## src/hw/cpu_decode_map.svh

```systemverilog
// Constants for the addressing decoder and power-mode control
`ifndef CPU_DECODE_MAP_SVH
`define CPU_DECODE_MAP_SVH
`define HI_BTB 4'h0
`define HI_BSC 4'h1
`define HI_REL 4'h2
`define HI_RMW_DIR 4'h3
`define HI_RMW_A 4'h4
`define HI_RMW_X 4'h5
`define HI_RMW_IX1 4'h6
`define HI_RMW_IX 4'h7
`define HI_IMM 4'hA
`define HI_DIR 4'hB
`define HI_EXT 4'hC
`define HI_IX2 4'hD
`define HI_IX1 4'hE
`define HI_IX 4'hF
`define LO_LOAD 4'h6
`define LO_STORE 4'h7
`define LO_TEST 4'hD
`define OP_STOP 8'h8E
`define OP_WAIT 8'h8F
`define REL_ALWAYS 4'h0
`define REL_CARRY_CLR 4'h4
`define REL_CARRY_SET 4'h5
`define RESET_VEC 16'h0000
`define PC_BRANCH_BIAS 16'h0002
`define PAGE_ZERO_HI 8'h00
`define CYC_IMM 4'h2
`define CYC_DIR 4'h3
`define CYC_EXT 4'h4
`define CYC_IX 4'h3
`define CYC_IX1 4'h4
`define CYC_IX2 4'h5
`define CYC_STORE_IX 4'h4
`define CYC_BIT 4'h5
`define CYC_REL 4'h3
`define CYC_RMW_REG 4'h2
`define CYC_RMW_DIR 4'h5
`define CYC_RMW_IX 4'h5
`define CYC_RMW_IX1 4'h6
`define CYC_TST_DIR 4'h4
`define CYC_TST_IX 4'h4
`define CYC_TST_IX1 4'h5
`define CYC_CTRL 4'h2
`define CYC_PWR 4'h4
`endif

```

## src/hw/cpu_decode_pkg.sv

```systemverilog
// Types shared by the decoder, its checker and its bench
package cpu_decode_pkg;
  typedef enum logic [3:0] {
    MODE_IMM, MODE_DIR, MODE_EXT, MODE_REL, MODE_IX, MODE_IX1, MODE_IX2,
    MODE_BSC, MODE_BTB, MODE_IMP
  } addr_mode_t;
  typedef enum logic [1:0] {PWR_RUN, PWR_WAIT, PWR_STOP, PWR_STANDBY} power_mode_t;
endpackage

```

## src/hw/page_zero_ram.sv

```systemverilog
// Page-zero RAM with registered read data
`timescale 1ns/1ps
module page_zero_ram #(
  parameter int AW = 8,
  parameter int DW = 8
) (
  input wire logic clk,
  input wire logic writeEnable,
  input wire logic [AW-1:0] writeAddr,
  input wire logic [DW-1:0] writeData,
  input wire logic [AW-1:0] readAddr,
  output logic [DW-1:0] readData
);
  logic [DW-1:0] mem [0:(1<<AW)-1];

  // Contents survive every power mode; no reset on the array
  always_ff @(posedge clk) begin
    if (writeEnable) begin
      mem[writeAddr] <= writeData;
    end
    readData <= mem[readAddr];
  end
endmodule

```

## src/hw/cpu_addressing_decode.sv

```systemverilog
// Instruction fetch, addressing decode and low-power mode control
`timescale 1ns/1ps
`include "cpu_decode_map.svh"
module cpu_addressing_decode
  import cpu_decode_pkg::*;
(
  input wire logic clk,
  input wire logic arst_n,
  input wire logic standby_request_n,
  input wire logic reset_in_n,
  input wire logic external_irq,
  input wire logic external_irq_secondary,
  input wire logic timerIrq,
  input wire logic timer2Irq,
  input wire logic serialIrq,
  input wire logic [7:0] progData,
  input wire logic [7:0] indexReg,
  input wire logic carryIn,
  input wire logic [7:0] ioPinIn,
  input wire logic [7:0] ioOutData,
  input wire logic [7:0] ioDirection,
  output logic [15:0] progAddr,
  output logic [15:0] effective_address,
  output addr_mode_t addrMode,
  output logic [3:0] operation,
  output logic [3:0] cycleCount,
  output logic [1:0] instrLength,
  output logic load_accumulator_op,
  output logic store_accumulator_op,
  output logic zero_negative_test_op,
  output logic single_bit_set_op,
  output logic single_bit_clear_op,
  output logic branch_if_bit_high_op,
  output logic branch_if_bit_low_op,
  output logic rmwWriteBack,
  output logic carryOut,
  output logic carryLoad,
  output logic instrDone,
  output logic [7:0] ioPinOut,
  output logic [7:0] ioPinOe,
  output logic [7:0] ioPinSync,
  output power_mode_t powerMode,
  output logic cpuClockRun,
  output logic periphClockRun,
  output logic oscRun
);
  typedef enum {S_FETCH, S_B1, S_B2, S_RD, S_WR, S_HALT} fetch_state_t;

  // Pin synchronisers; first stage feeds only the second
  logic [1:0] stbySync, resSync, irqSync, irq2Sync;
  logic [7:0] ioMeta;
  always_ff @(posedge clk or negedge arst_n) begin
    if (!arst_n) begin
      stbySync <= 2'h3; // Idle high, so no false standby follows reset
      resSync <= 2'h0;
      irqSync <= 2'h0;
      irq2Sync <= 2'h0;
      ioMeta <= 8'h00;
      ioPinSync <= 8'h00;
    end else begin
      stbySync <= {stbySync[0], standby_request_n};
      resSync <= {resSync[0], reset_in_n};
      irqSync <= {irqSync[0], external_irq};
      irq2Sync <= {irq2Sync[0], external_irq_secondary};
      ioMeta <= ioPinIn;
      ioPinSync <= ioMeta;
    end
  end
  logic standbyAct, resetAct, extIrqAny;
  assign standbyAct = !stbySync[1];
  assign resetAct = !resSync[1];
  assign extIrqAny = irqSync[1] | irq2Sync[1];

  // Mode decode of an opcode, used for the fetched byte and the held opcode
  function automatic addr_mode_t mode_of(input logic [7:0] op);
    case (op[7:4])
      `HI_BTB: mode_of = MODE_BTB;
      `HI_BSC: mode_of = MODE_BSC;
      `HI_REL: mode_of = MODE_REL;
      `HI_RMW_DIR, `HI_DIR: mode_of = MODE_DIR;
      `HI_RMW_IX1, `HI_IX1: mode_of = MODE_IX1;
      `HI_RMW_IX, `HI_IX: mode_of = MODE_IX;
      `HI_IMM: mode_of = MODE_IMM;
      `HI_EXT: mode_of = MODE_EXT;
      `HI_IX2: mode_of = MODE_IX2;
      default: mode_of = MODE_IMP;
    endcase
  endfunction

  // Byte count per mode
  function automatic logic [1:0] len_of(input addr_mode_t m);
    case (m)
      MODE_EXT, MODE_IX2, MODE_BTB: len_of = 2'h3;
      MODE_IX, MODE_IMP: len_of = 2'h1;
      default: len_of = 2'h2;
    endcase
  endfunction

  // Cycle count per opcode
  function automatic logic [3:0] cyc_of(input logic [7:0] op);
    logic rmw;
    logic tst;
    rmw = (op[7:4] >= `HI_RMW_DIR) && (op[7:4] <= `HI_RMW_IX);
    tst = (op[3:0] == `LO_TEST);
    cyc_of = `CYC_CTRL;
    case (op[7:4])
      `HI_BTB, `HI_BSC: cyc_of = `CYC_BIT;
      `HI_REL: cyc_of = `CYC_REL;
      `HI_IMM: cyc_of = `CYC_IMM;
      `HI_DIR: cyc_of = `CYC_DIR;
      `HI_EXT: cyc_of = `CYC_EXT;
      `HI_IX2: cyc_of = `CYC_IX2;
      `HI_IX1: cyc_of = `CYC_IX1;
      `HI_IX: cyc_of = (op[3:0] == `LO_STORE) ? `CYC_STORE_IX : `CYC_IX;
      `HI_RMW_A, `HI_RMW_X: cyc_of = `CYC_RMW_REG;
      `HI_RMW_DIR: cyc_of = tst ? `CYC_TST_DIR : `CYC_RMW_DIR;
      `HI_RMW_IX: cyc_of = tst ? `CYC_TST_IX : `CYC_RMW_IX;
      `HI_RMW_IX1: cyc_of = tst ? `CYC_TST_IX1 : `CYC_RMW_IX1;
      default: cyc_of = ((op == `OP_STOP) || (op == `OP_WAIT)) ? `CYC_PWR : `CYC_CTRL;
    endcase
    if (rmw) begin
      cyc_of = cyc_of;
    end
  endfunction

  fetch_state_t state, next_state;
  power_mode_t next_powerMode;
  logic [15:0] pc, next_pc, opPc, next_opPc;
  logic [7:0] opcode, next_opcode, byte1, next_byte1;
  logic [15:0] next_ea;
  logic next_carryOut, next_carryLoad, next_done;
  logic next_rmwWriteBack;
  logic ramWe;
  logic [7:0] ramWData, ramRData;
  logic [7:0] ramRAddr;

  page_zero_ram #(.AW(8), .DW(8)) u_ram (
    .clk(clk),
    .writeEnable(ramWe),
    .writeAddr(effective_address[7:0]),
    .writeData(ramWData),
    .readAddr(ramRAddr),
    .readData(ramRData)
  );

  addr_mode_t curMode;
  logic [2:0] bitSel;
  logic bitVal, branchTaken;
  logic relTaken;
  logic [15:0] relOff;
  assign curMode = mode_of(opcode);
  assign bitSel = opcode[3:1];
  assign bitVal = ramRData[bitSel];
  assign relOff = {{8{progData[7]}}, progData};
  // Set polarity on even opcodes, clear polarity on odd
  assign branchTaken = opcode[0] ? !bitVal : bitVal;
  // Only carry is visible here; other flag conditions fall through untaken
  assign relTaken = (opcode[3:0] == `REL_ALWAYS) ||
                    ((opcode[3:0] == `REL_CARRY_CLR) && !carryIn) ||
                    ((opcode[3:0] == `REL_CARRY_SET) && carryIn);
  assign ramRAddr = (state == S_B1) ? progData : effective_address[7:0];

  // Fetch and address sequencing; peripherals not modelled here
  always_comb begin
    next_state = state;
    next_powerMode = powerMode;
    next_pc = pc;
    next_opPc = opPc;
    next_opcode = opcode;
    next_byte1 = byte1;
    next_ea = effective_address;
    next_carryOut = carryOut;
    next_carryLoad = 1'b0;
    next_done = 1'b0;
    next_rmwWriteBack = 1'b0;
    ramWe = 1'b0;
    ramWData = ramRData;
    case (state)
      S_FETCH: begin
        next_opcode = progData;
        next_opPc = pc;
        next_pc = pc + 16'h0001;
        if (len_of(mode_of(progData)) == 2'h1) begin
          // Implied or no-offset: done at fetch
          next_ea = (mode_of(progData) == MODE_IX) ? {8'h00, indexReg} : pc;
          next_done = 1'b1;
          if (progData == `OP_WAIT) begin
            next_powerMode = PWR_WAIT;
            next_state = S_HALT;
          end else if (progData == `OP_STOP) begin
            next_powerMode = PWR_STOP;
            next_state = S_HALT;
          end
        end else begin
          next_state = S_B1;
        end
      end
      S_B1: begin
        next_byte1 = progData;
        next_pc = pc + 16'h0001;
        next_state = S_FETCH;
        next_done = 1'b1;
        case (curMode)
          MODE_IMM: next_ea = pc;
          MODE_DIR: next_ea = {`PAGE_ZERO_HI, progData};
          MODE_IX1: next_ea = {8'h00, indexReg} + {8'h00, progData};
          MODE_REL: begin
            next_ea = opPc + `PC_BRANCH_BIAS + relOff;
            if (relTaken) begin
              next_pc = next_ea;
            end
          end
          MODE_BSC, MODE_BTB: begin
            next_ea = {`PAGE_ZERO_HI, progData};
            next_state = S_RD;
            next_done = 1'b0;
          end
          default: begin
            next_state = S_B2;
            next_done = 1'b0;
          end
        endcase
        if ((curMode == MODE_DIR || curMode == MODE_IX1) &&
            (opcode[7:4] <= `HI_RMW_IX) && (opcode[3:0] != `LO_TEST)) begin
          next_rmwWriteBack = 1'b1;
        end
      end
      S_B2: begin
        next_pc = pc + 16'h0001;
        next_state = S_FETCH;
        next_done = 1'b1;
        if (curMode == MODE_IX2) begin
          next_ea = {byte1, progData} + {8'h00, indexReg};
        end else begin
          next_ea = {byte1, progData};
        end
      end
      S_RD: begin
        if (curMode == MODE_BTB) begin
          // Third byte is the offset; PC already past byte two
          next_carryOut = bitVal;
          next_carryLoad = 1'b1;
          next_pc = branchTaken ? (pc + 16'h0001 + relOff) : (pc + 16'h0001);
          next_state = S_FETCH;
          next_done = 1'b1;
        end else begin
          next_state = S_WR;
        end
      end
      S_WR: begin
        // Whole byte rewritten, only the selected bit differs
        ramWData = ramRData;
        ramWData[bitSel] = !opcode[0];
        ramWe = 1'b1;
        next_state = S_FETCH;
        next_done = 1'b1;
      end
      S_HALT: begin
        // Timer and serial requests wake wait, not stop
        if (powerMode == PWR_WAIT &&
            (extIrqAny || timerIrq || timer2Irq || serialIrq)) begin
          next_powerMode = PWR_RUN;
          next_state = S_FETCH;
        end else if (powerMode == PWR_STOP && extIrqAny) begin
          next_powerMode = PWR_RUN;
          next_state = S_FETCH;
        end
      end
      default: next_state = S_FETCH;
    endcase
    // Standby forces reset state; only a reset leaves it
    if (standbyAct) begin
      next_state = S_HALT;
      next_powerMode = PWR_STANDBY;
      next_pc = `RESET_VEC;
      next_done = 1'b0;
      next_carryLoad = 1'b0;
      next_rmwWriteBack = 1'b0;
      ramWe = 1'b0;
    end else if (resetAct) begin
      next_state = S_FETCH;
      next_powerMode = PWR_RUN;
      next_pc = `RESET_VEC;
      next_done = 1'b0;
      next_carryLoad = 1'b0;
      next_rmwWriteBack = 1'b0;
      ramWe = 1'b0;
    end
  end

  always_ff @(posedge clk or negedge arst_n) begin
    if (!arst_n) begin
      state <= S_FETCH;
      powerMode <= PWR_RUN;
      pc <= `RESET_VEC;
      opPc <= `RESET_VEC;
      opcode <= 8'h00;
      byte1 <= 8'h00;
      effective_address <= 16'h0000;
      carryOut <= 1'b0;
      carryLoad <= 1'b0;
      instrDone <= 1'b0;
      rmwWriteBack <= 1'b0;
    end else begin
      state <= next_state;
      powerMode <= next_powerMode;
      pc <= next_pc;
      opPc <= next_opPc;
      opcode <= next_opcode;
      byte1 <= next_byte1;
      effective_address <= next_ea;
      carryOut <= next_carryOut;
      carryLoad <= next_carryLoad;
      instrDone <= next_done;
      rmwWriteBack <= next_rmwWriteBack;
    end
  end

  // Program address, then the decoded view of the held opcode
  assign progAddr = pc;
  assign addrMode = curMode;
  assign operation = opcode[3:0];
  assign cycleCount = cyc_of(opcode);
  assign instrLength = len_of(curMode);
  assign load_accumulator_op = (opcode[7:4] >= `HI_IMM) && (opcode[3:0] == `LO_LOAD);
  assign store_accumulator_op = (opcode[7:4] > `HI_IMM) && (opcode[3:0] == `LO_STORE);
  assign zero_negative_test_op = (opcode[7:4] >= `HI_RMW_DIR) &&
                                 (opcode[7:4] <= `HI_RMW_IX) && (opcode[3:0] == `LO_TEST);
  assign single_bit_set_op = (curMode == MODE_BSC) && !opcode[0];
  assign single_bit_clear_op = (curMode == MODE_BSC) && opcode[0];
  assign branch_if_bit_high_op = (curMode == MODE_BTB) && !opcode[0];
  assign branch_if_bit_low_op = (curMode == MODE_BTB) && opcode[0];

  // Floating pins in standby; latched data kept for return
  assign ioPinOut = ioOutData;
  assign ioPinOe = (powerMode == PWR_STANDBY) ? 8'h00 : ioDirection;
  assign cpuClockRun = (powerMode == PWR_RUN);
  assign periphClockRun = (powerMode == PWR_RUN) || (powerMode == PWR_WAIT);
  assign oscRun = periphClockRun;
endmodule

```

## config.mk

```make
export PLATFORM = sky130hd
export DESIGN_NAME = cpu_addressing_decode
export DESIGN_NICKNAME = d
export VERILOG_FILES = /design/src/hw/cpu_decode_pkg.sv /design/src/hw/page_zero_ram.sv /design/src/hw/cpu_addressing_decode.sv
export VERILOG_INCLUDE_DIRS = /design/src /design/src/hw
export SDC_FILE = /design/constraint.sdc
export NUM_CORES = 2
export LEC_CHECK = 0
export ABC_AREA = 1
export BUFFER_PORTS_ARGS = -buffer_cell sky130_fd_sc_hd__buf_2
export CELL_PAD_IN_SITES_DETAIL_PLACEMENT = 0
export CELL_PAD_IN_SITES_GLOBAL_PLACEMENT = 1
export CORE_ASPECT_RATIO = 1.1
export CORE_MARGIN = 3
export CORE_UTILIZATION = 30
export DETAILED_ROUTE_END_ITERATION = 10
export GPL_TIMING_DRIVEN = 0
export PLACE_DENSITY = 0.58
export SLEW_MARGIN = 20
export SYNTH_ARGS = -nofsm -noshare
export SYNTH_HDL_FRONTEND = slang
export SYNTH_HIERARCHICAL = 1
export SYNTH_SLANG_ARGS = --single-unit
```

## constraint.sdc

```tcl
create_clock -name clk -period 36.2 [get_ports clk]
set_input_delay 7.24 -clock clk [delete_from_list [all_inputs] [get_ports clk]]
set_output_delay 7.24 -clock clk [all_outputs]
set_load 0.01 [all_outputs]
```

### Word level (Yosys, flattened, before mapping)

Memories as Yosys holds them, arrays and structs flattened. A register that Yosys moved wholly into a read port is not among the register bits.
Cells that the tools add are included.

* flip-flop bits (word level): 126
* bits in latches: 0
* bits in writable memories: 2048
* memory bits (read-only): 192
* output and inout port bits: 86
* memories kept: 4

Memories
* u_ram.mem: depth 256, bits a word 8, read ports 1, clocked after Yosys merged registers in 1, write ports 1, line page_zero_ram.sv:14 `logic [DW-1:0] mem [0:(1<<AW)-1];`
* (no name shown): depth 16, bits a word 4, read ports 1, clocked after Yosys merged registers in 0, write ports 0, line cpu_addressing_decode.sv:76 `case (op[7:4])`
* (no name shown): depth 16, bits a word 4, read ports 1, clocked after Yosys merged registers in 0, write ports 0, line cpu_addressing_decode.sv:76
* (no name shown): depth 16, bits a word 4, read ports 1, clocked after Yosys merged registers in 0, write ports 0, line cpu_addressing_decode.sv:76

* add/sub/neg operators: 6
* multiply operators: 0
* div/mod/pow operators: 0
* order comparisons: 6
* eq/ne operators: 57
* shift operators: 0
* multiplexer cells: 68
* bitwise gates (word level): 1
* reductions and logical operators: 51

Operators by type and width (number)
* 32-bit two-way mux: 7
* 16-bit two-way mux: 9
* 32-bit one-hot mux with 4 select lines: 1
* 32-bit by 2-bit equality test with 1-bit output, second input constant: 3
* 16-bit one-hot mux with 3 select lines: 2
* 32-bit by 3-bit equality test with 1-bit output, second input constant: 2
* 16-bit one-hot mux with 4 select lines: 1
* 4-bit by 3-bit equality test with 1-bit output, second input constant: 15
* 4-bit equality test, second input constant: 11
* 16-bit adder: 2
* 32-bit by 1-bit equality test with 1-bit output, second input constant: 1
* 8-bit equality test, second input constant: 4
* 32-bit zero test: 1
* 8-bit two-way mux: 3
* 1-bit two-way mux: 21
* 3-bit one-hot mux with 7 select lines: 1
* 4-bit by 2-bit equality test with 1-bit output, second input constant: 5
* 2-bit two-way mux: 9
* 16-bit by 1-bit adder with 16-bit output, second input constant: 1
* 16-bit by 2-bit adder with 16-bit output, second input constant: 1
* 16-bit by 8-bit adder with 16-bit output: 1
* 2-bit one-hot mux with 2 select lines: 4
* 2-bit OR reduction: 8
* 1-bit logical AND: 15
* other kinds (33): 61

### Longest topological paths before layout

* depth after elaboration: 13
* depth in mapped cells: 24

### Hierarchy

The synthesis kept the hierarchy.

By module, submodules not included
* page_zero_ram: instances 1, cells each 7003, area each 83396.2 um^2, seq. area each 61659.1 um^2
* cpu_addressing_decode: instances 1, cells each 1489, area each 9377.7 um^2, seq. area each 2429.8 um^2

### Worst setup path before layout

No wires, ideal clock.

* path kind: input-to-output
* start point: in ioDirection[0]
* end point: out ioPinOe[0]
* data arrival time: 7.431 ns
* slack: 21.529 ns
* stages on the path: 2
* path buffers: 0
* path through: inv_1 -> nor2_1

* cells in the longest elaborated chain, start to end: 1

Ends and longest elaborated chain
* start: declaration: line cpu_addressing_decode.sv:21 `input wire logic [7:0] ioDirection,`
* 8-bit two-way mux: line cpu_addressing_decode.sv:336 `assign ioPinOe = (powerMode == PWR_STANDBY) ? 8'h00 : ioDirection;`
* end: declaration: line cpu_addressing_decode.sv:40 `output logic [7:0] ioPinOe,`

Every way passes these cells.

### Worst setup path in the final report

* start point: in ioDirection[3]
* end point: out ioPinOe[3]

The elaborated chain is that of the path after synthesis.

==> impl_metrics.json <==
{
  "grt_max_degree": 58,
  "drtIter0Drc": 8947,
  "synthCells": 8492,
  "place.gp.congestion": 0.985,
  "ys_seq_elements": 2153,
  "finalWirelength_um": 424000,
  "hold_class": "flop to flop",
  "required_ns": 28.96,
  "core_area_um2": 307000,
  "sw_frac_of_total_pct": 43.0,
  "route.detailed.drc": 0,
  "powerDensity_nw_per_um2": 87.1,
  "combPwrFrac_pct": 41.9,
  "ant_nets": 0,
  "synth_top_cell_by_area": "edfxtp_1",
  "nets": 9104,
  "routed-via-count": 71414,
  "regArea_um2": 64100,
  "row_count": 213,
  "clockPowerShare_pct": 25.2,
  "ys_seq_area_share_pct": 69.1,
  "worstSetupEndpointType": "output pin",
  "tritoncts": "done",
  "track_usage_pct": 26.1,
  "hold_violations": 0,
  "io_buffers": 126,
  "clockBufferDepth": 4,
  "maxCapViolations": 0,
  "overflow": 0,
  "worstSetupPathType": "input port to output pin",
  "p_int_w": 0.00545,
  "clkSlewWorstSetupHoldPaths_ns": 0.06,
  "grt_pass1_wl_um": 570000,
  "first_pass_iters": 7,
  "ctsHoldBuffers": 0,
  "mostFrequentLayoutCells": "nand2_1, nand3_1, edfxtp_1, buf_2, nor2_1",
  "die_y_um": 589,
  "timing.final.crit_share_pct": 41.0,
  "multi_input_area_um2": 25400,
  "layout_commonest_cell": "nand2_1",
  "drive_above_1_share_pct": 13.1,
  "path_max_fanout": 1,
  "timing.setup.tns_ns": 0,
  "cts_buffers": 234,
  "irDropWorstVdd_mv": 0.0456,
  "wl_per_cell_um": 31.9,
  "dieArea_um2": 316000,
  "fillers": 30423,
  "finClkSkew_ns": 0.0705,
  "die_w_um": 536,
  "switchingPower_w": 0.00411,
  "setup_viol": 0,
  "syn_area_um2": 92800,
  "final_core_util_pct": 35.7,
  "power.leakage_nw": 40.3,
  "cts_post_setup_buffers_inserted": 0,
  "status": "finished clean",
  "async_flop_share_pct": 4.51,
  "yosysWarnings": 6,
  "clkLatencyLatePin_ns": 0.97,
  "fmax_mhz": 67.4,
  "synth_top_cells_by_area": "edfxtp_1, nand3_1, nand2_1",
  "h-tree-depth": 4,
  "worst_pin_slew_ns": 1.30,
  "setup_slack_ns": 21.37,
  "cp-start-kind": "input port",
  "area_growth_pct": 18.2,
  "synth-edff-count": 2048,
  "rsz0062_at_grt": "no",
  "cts_root_buffer": "clkbuf_16",
  "r2r_slack_ns": 29.98,
  "initial_core_util_pct": 30.2,
  "via_per_inst": 5.38,
  "synth.distinct_cells": 55,
  "dp_slack_ns": 21.37,
  "syn_area_per_cell_um2": 10.9,
  "cts.repair.resized": 0,
  "period_minus_slack_ns": 14.83,
  "antenna_found_initial": 29,
  "cts_sinks": 2153,
  "crit_arrival_ns": 7.59,
  "synth-main-ff-cell": "edfxtp_1",
  "synth_nets": 8610,
  "pin_count": 136,
  "maxSlewHeadroom_pct": 13.5,
  "drv_slew": 0,
  "seq_power_share_pct": 32.9,
  "yosysTopAreaCellShare_pct": 66.3,
  "dp.final_hpwl_um": 308000,
  "grt_pass1_vias": 67120
}
-- final cells by class --
type | count | share of cell area [%]
inverters | 236 | 0.817
well taps | 4085 | 4.66
clock inverters | 148 | 1.28
plain buffers | 534 | 2.59
flip-flops and latches | 2153 | 58.4
multi-input cells | 5569 | 23.2
repair buffers | 258 | 3.37
diodes | 15 | 0.0342
clock buffers | 285 | 5.63
-- logic make-up (layout without fill, tap and decap cells) --
group | Yosys count | in the layout | synth area share (%)
xor gates and xnor gates | 24 | 24 | 0.227
AOI/OAI and AO/OA | 196 | 196 | 1.13
adders and majority gates | 68 | 68 | 0.941
and+or+nand+nor | 5280 | 5280 | 24.7
DFF | 2153 | 2153 | 69.1
buffers and inverters | 770 | 1461 | 3.96
other | 1 | 16 | 0.00404
-- per-stage QoR --
stage	instances	power (W)	area, um^2	hold slack (ns)
detailed placement	12834	0.00710	102000	0.335
global placement	12703	0.00724	98500	0.332
floorplan	8492	0.00511	92800	0.331
CTS	13267	0.00949	110000	0.334
global route	13270	0.00981	110000	0.347
finish	13283	0.00956	110000	0.331
-- synthesized netlist by cell type, types with 6 or more instances --
cell type / number
a21oi_1: 73
buf_1: 41
buf_2: 278
buf_4: 68
buf_6: 20
clkbuf_1: 124
dfrtp_1: 95
dfxtp_1: 8
edfxtp_1: 2048
ha_1: 65
inv_1: 218
inv_2: 11
nand2_1: 2606
nand2_2: 7
nand2_4: 7
nand3_1: 2164
nand3_2: 7
nand3b_1: 9
nand4_1: 17
nor2_1: 429
nor2_2: 6
nor3_1: 11
o211ai_1: 8
o21ai_0: 87
o21ai_1: 12
xnor2_1: 10
xor2_1: 14
-- worst max-delay path, cell delays in order --
cell and delay, ns:
buf_2 0.08, inv_1 0.03, nor2_1 0.09, buf_2 0.14
-- registers in the layout (all words and copies together), names as in the netlist, 3 cells and up --
register           cells
progAddr              16
opcode                 8
u_ram/readData         8
u_ram/mem           2048
state                  3
ioPinSync              8
byte1                  8
effective_address     16
ioMeta                 8
opPc                  16
-- power groups by stage --
stage                     combinational [W]  clock (W)  sequential [W]
after detailed placement            0.00390          0         0.00320
after global placement              0.00351          0         0.00372
after floorplan                     0.00171          0         0.00339
after CTS                           0.00390    0.00244         0.00315
final                               0.00400    0.00240         0.00315
after global routing                0.00413    0.00253         0.00315
-- per-layer routing --
layer,global-route usage (%),share of wire [%]
met1,33.3,39
met3,5.06,8.6
met4,13.8,6.1
met5,0,0.014
met2,41.8,46
-- final timing paths --
check	start	endpoint	cells after the start
worst max-delay path	ioDirection[3]	ioPinOe[3]	4
worst min-delay path	irqSync[0]	irqSync[1]	0
worst max register to register	state[0]	u_ram/readData[5]	19
worst min register to register	irqSync[0]	irqSync[1]	0
max in group asynchronous	arst_n	stbySync[0]	2
min in group asynchronous	arst_n	progAddr[14]	1
Power figures use the tool's default switching activity.
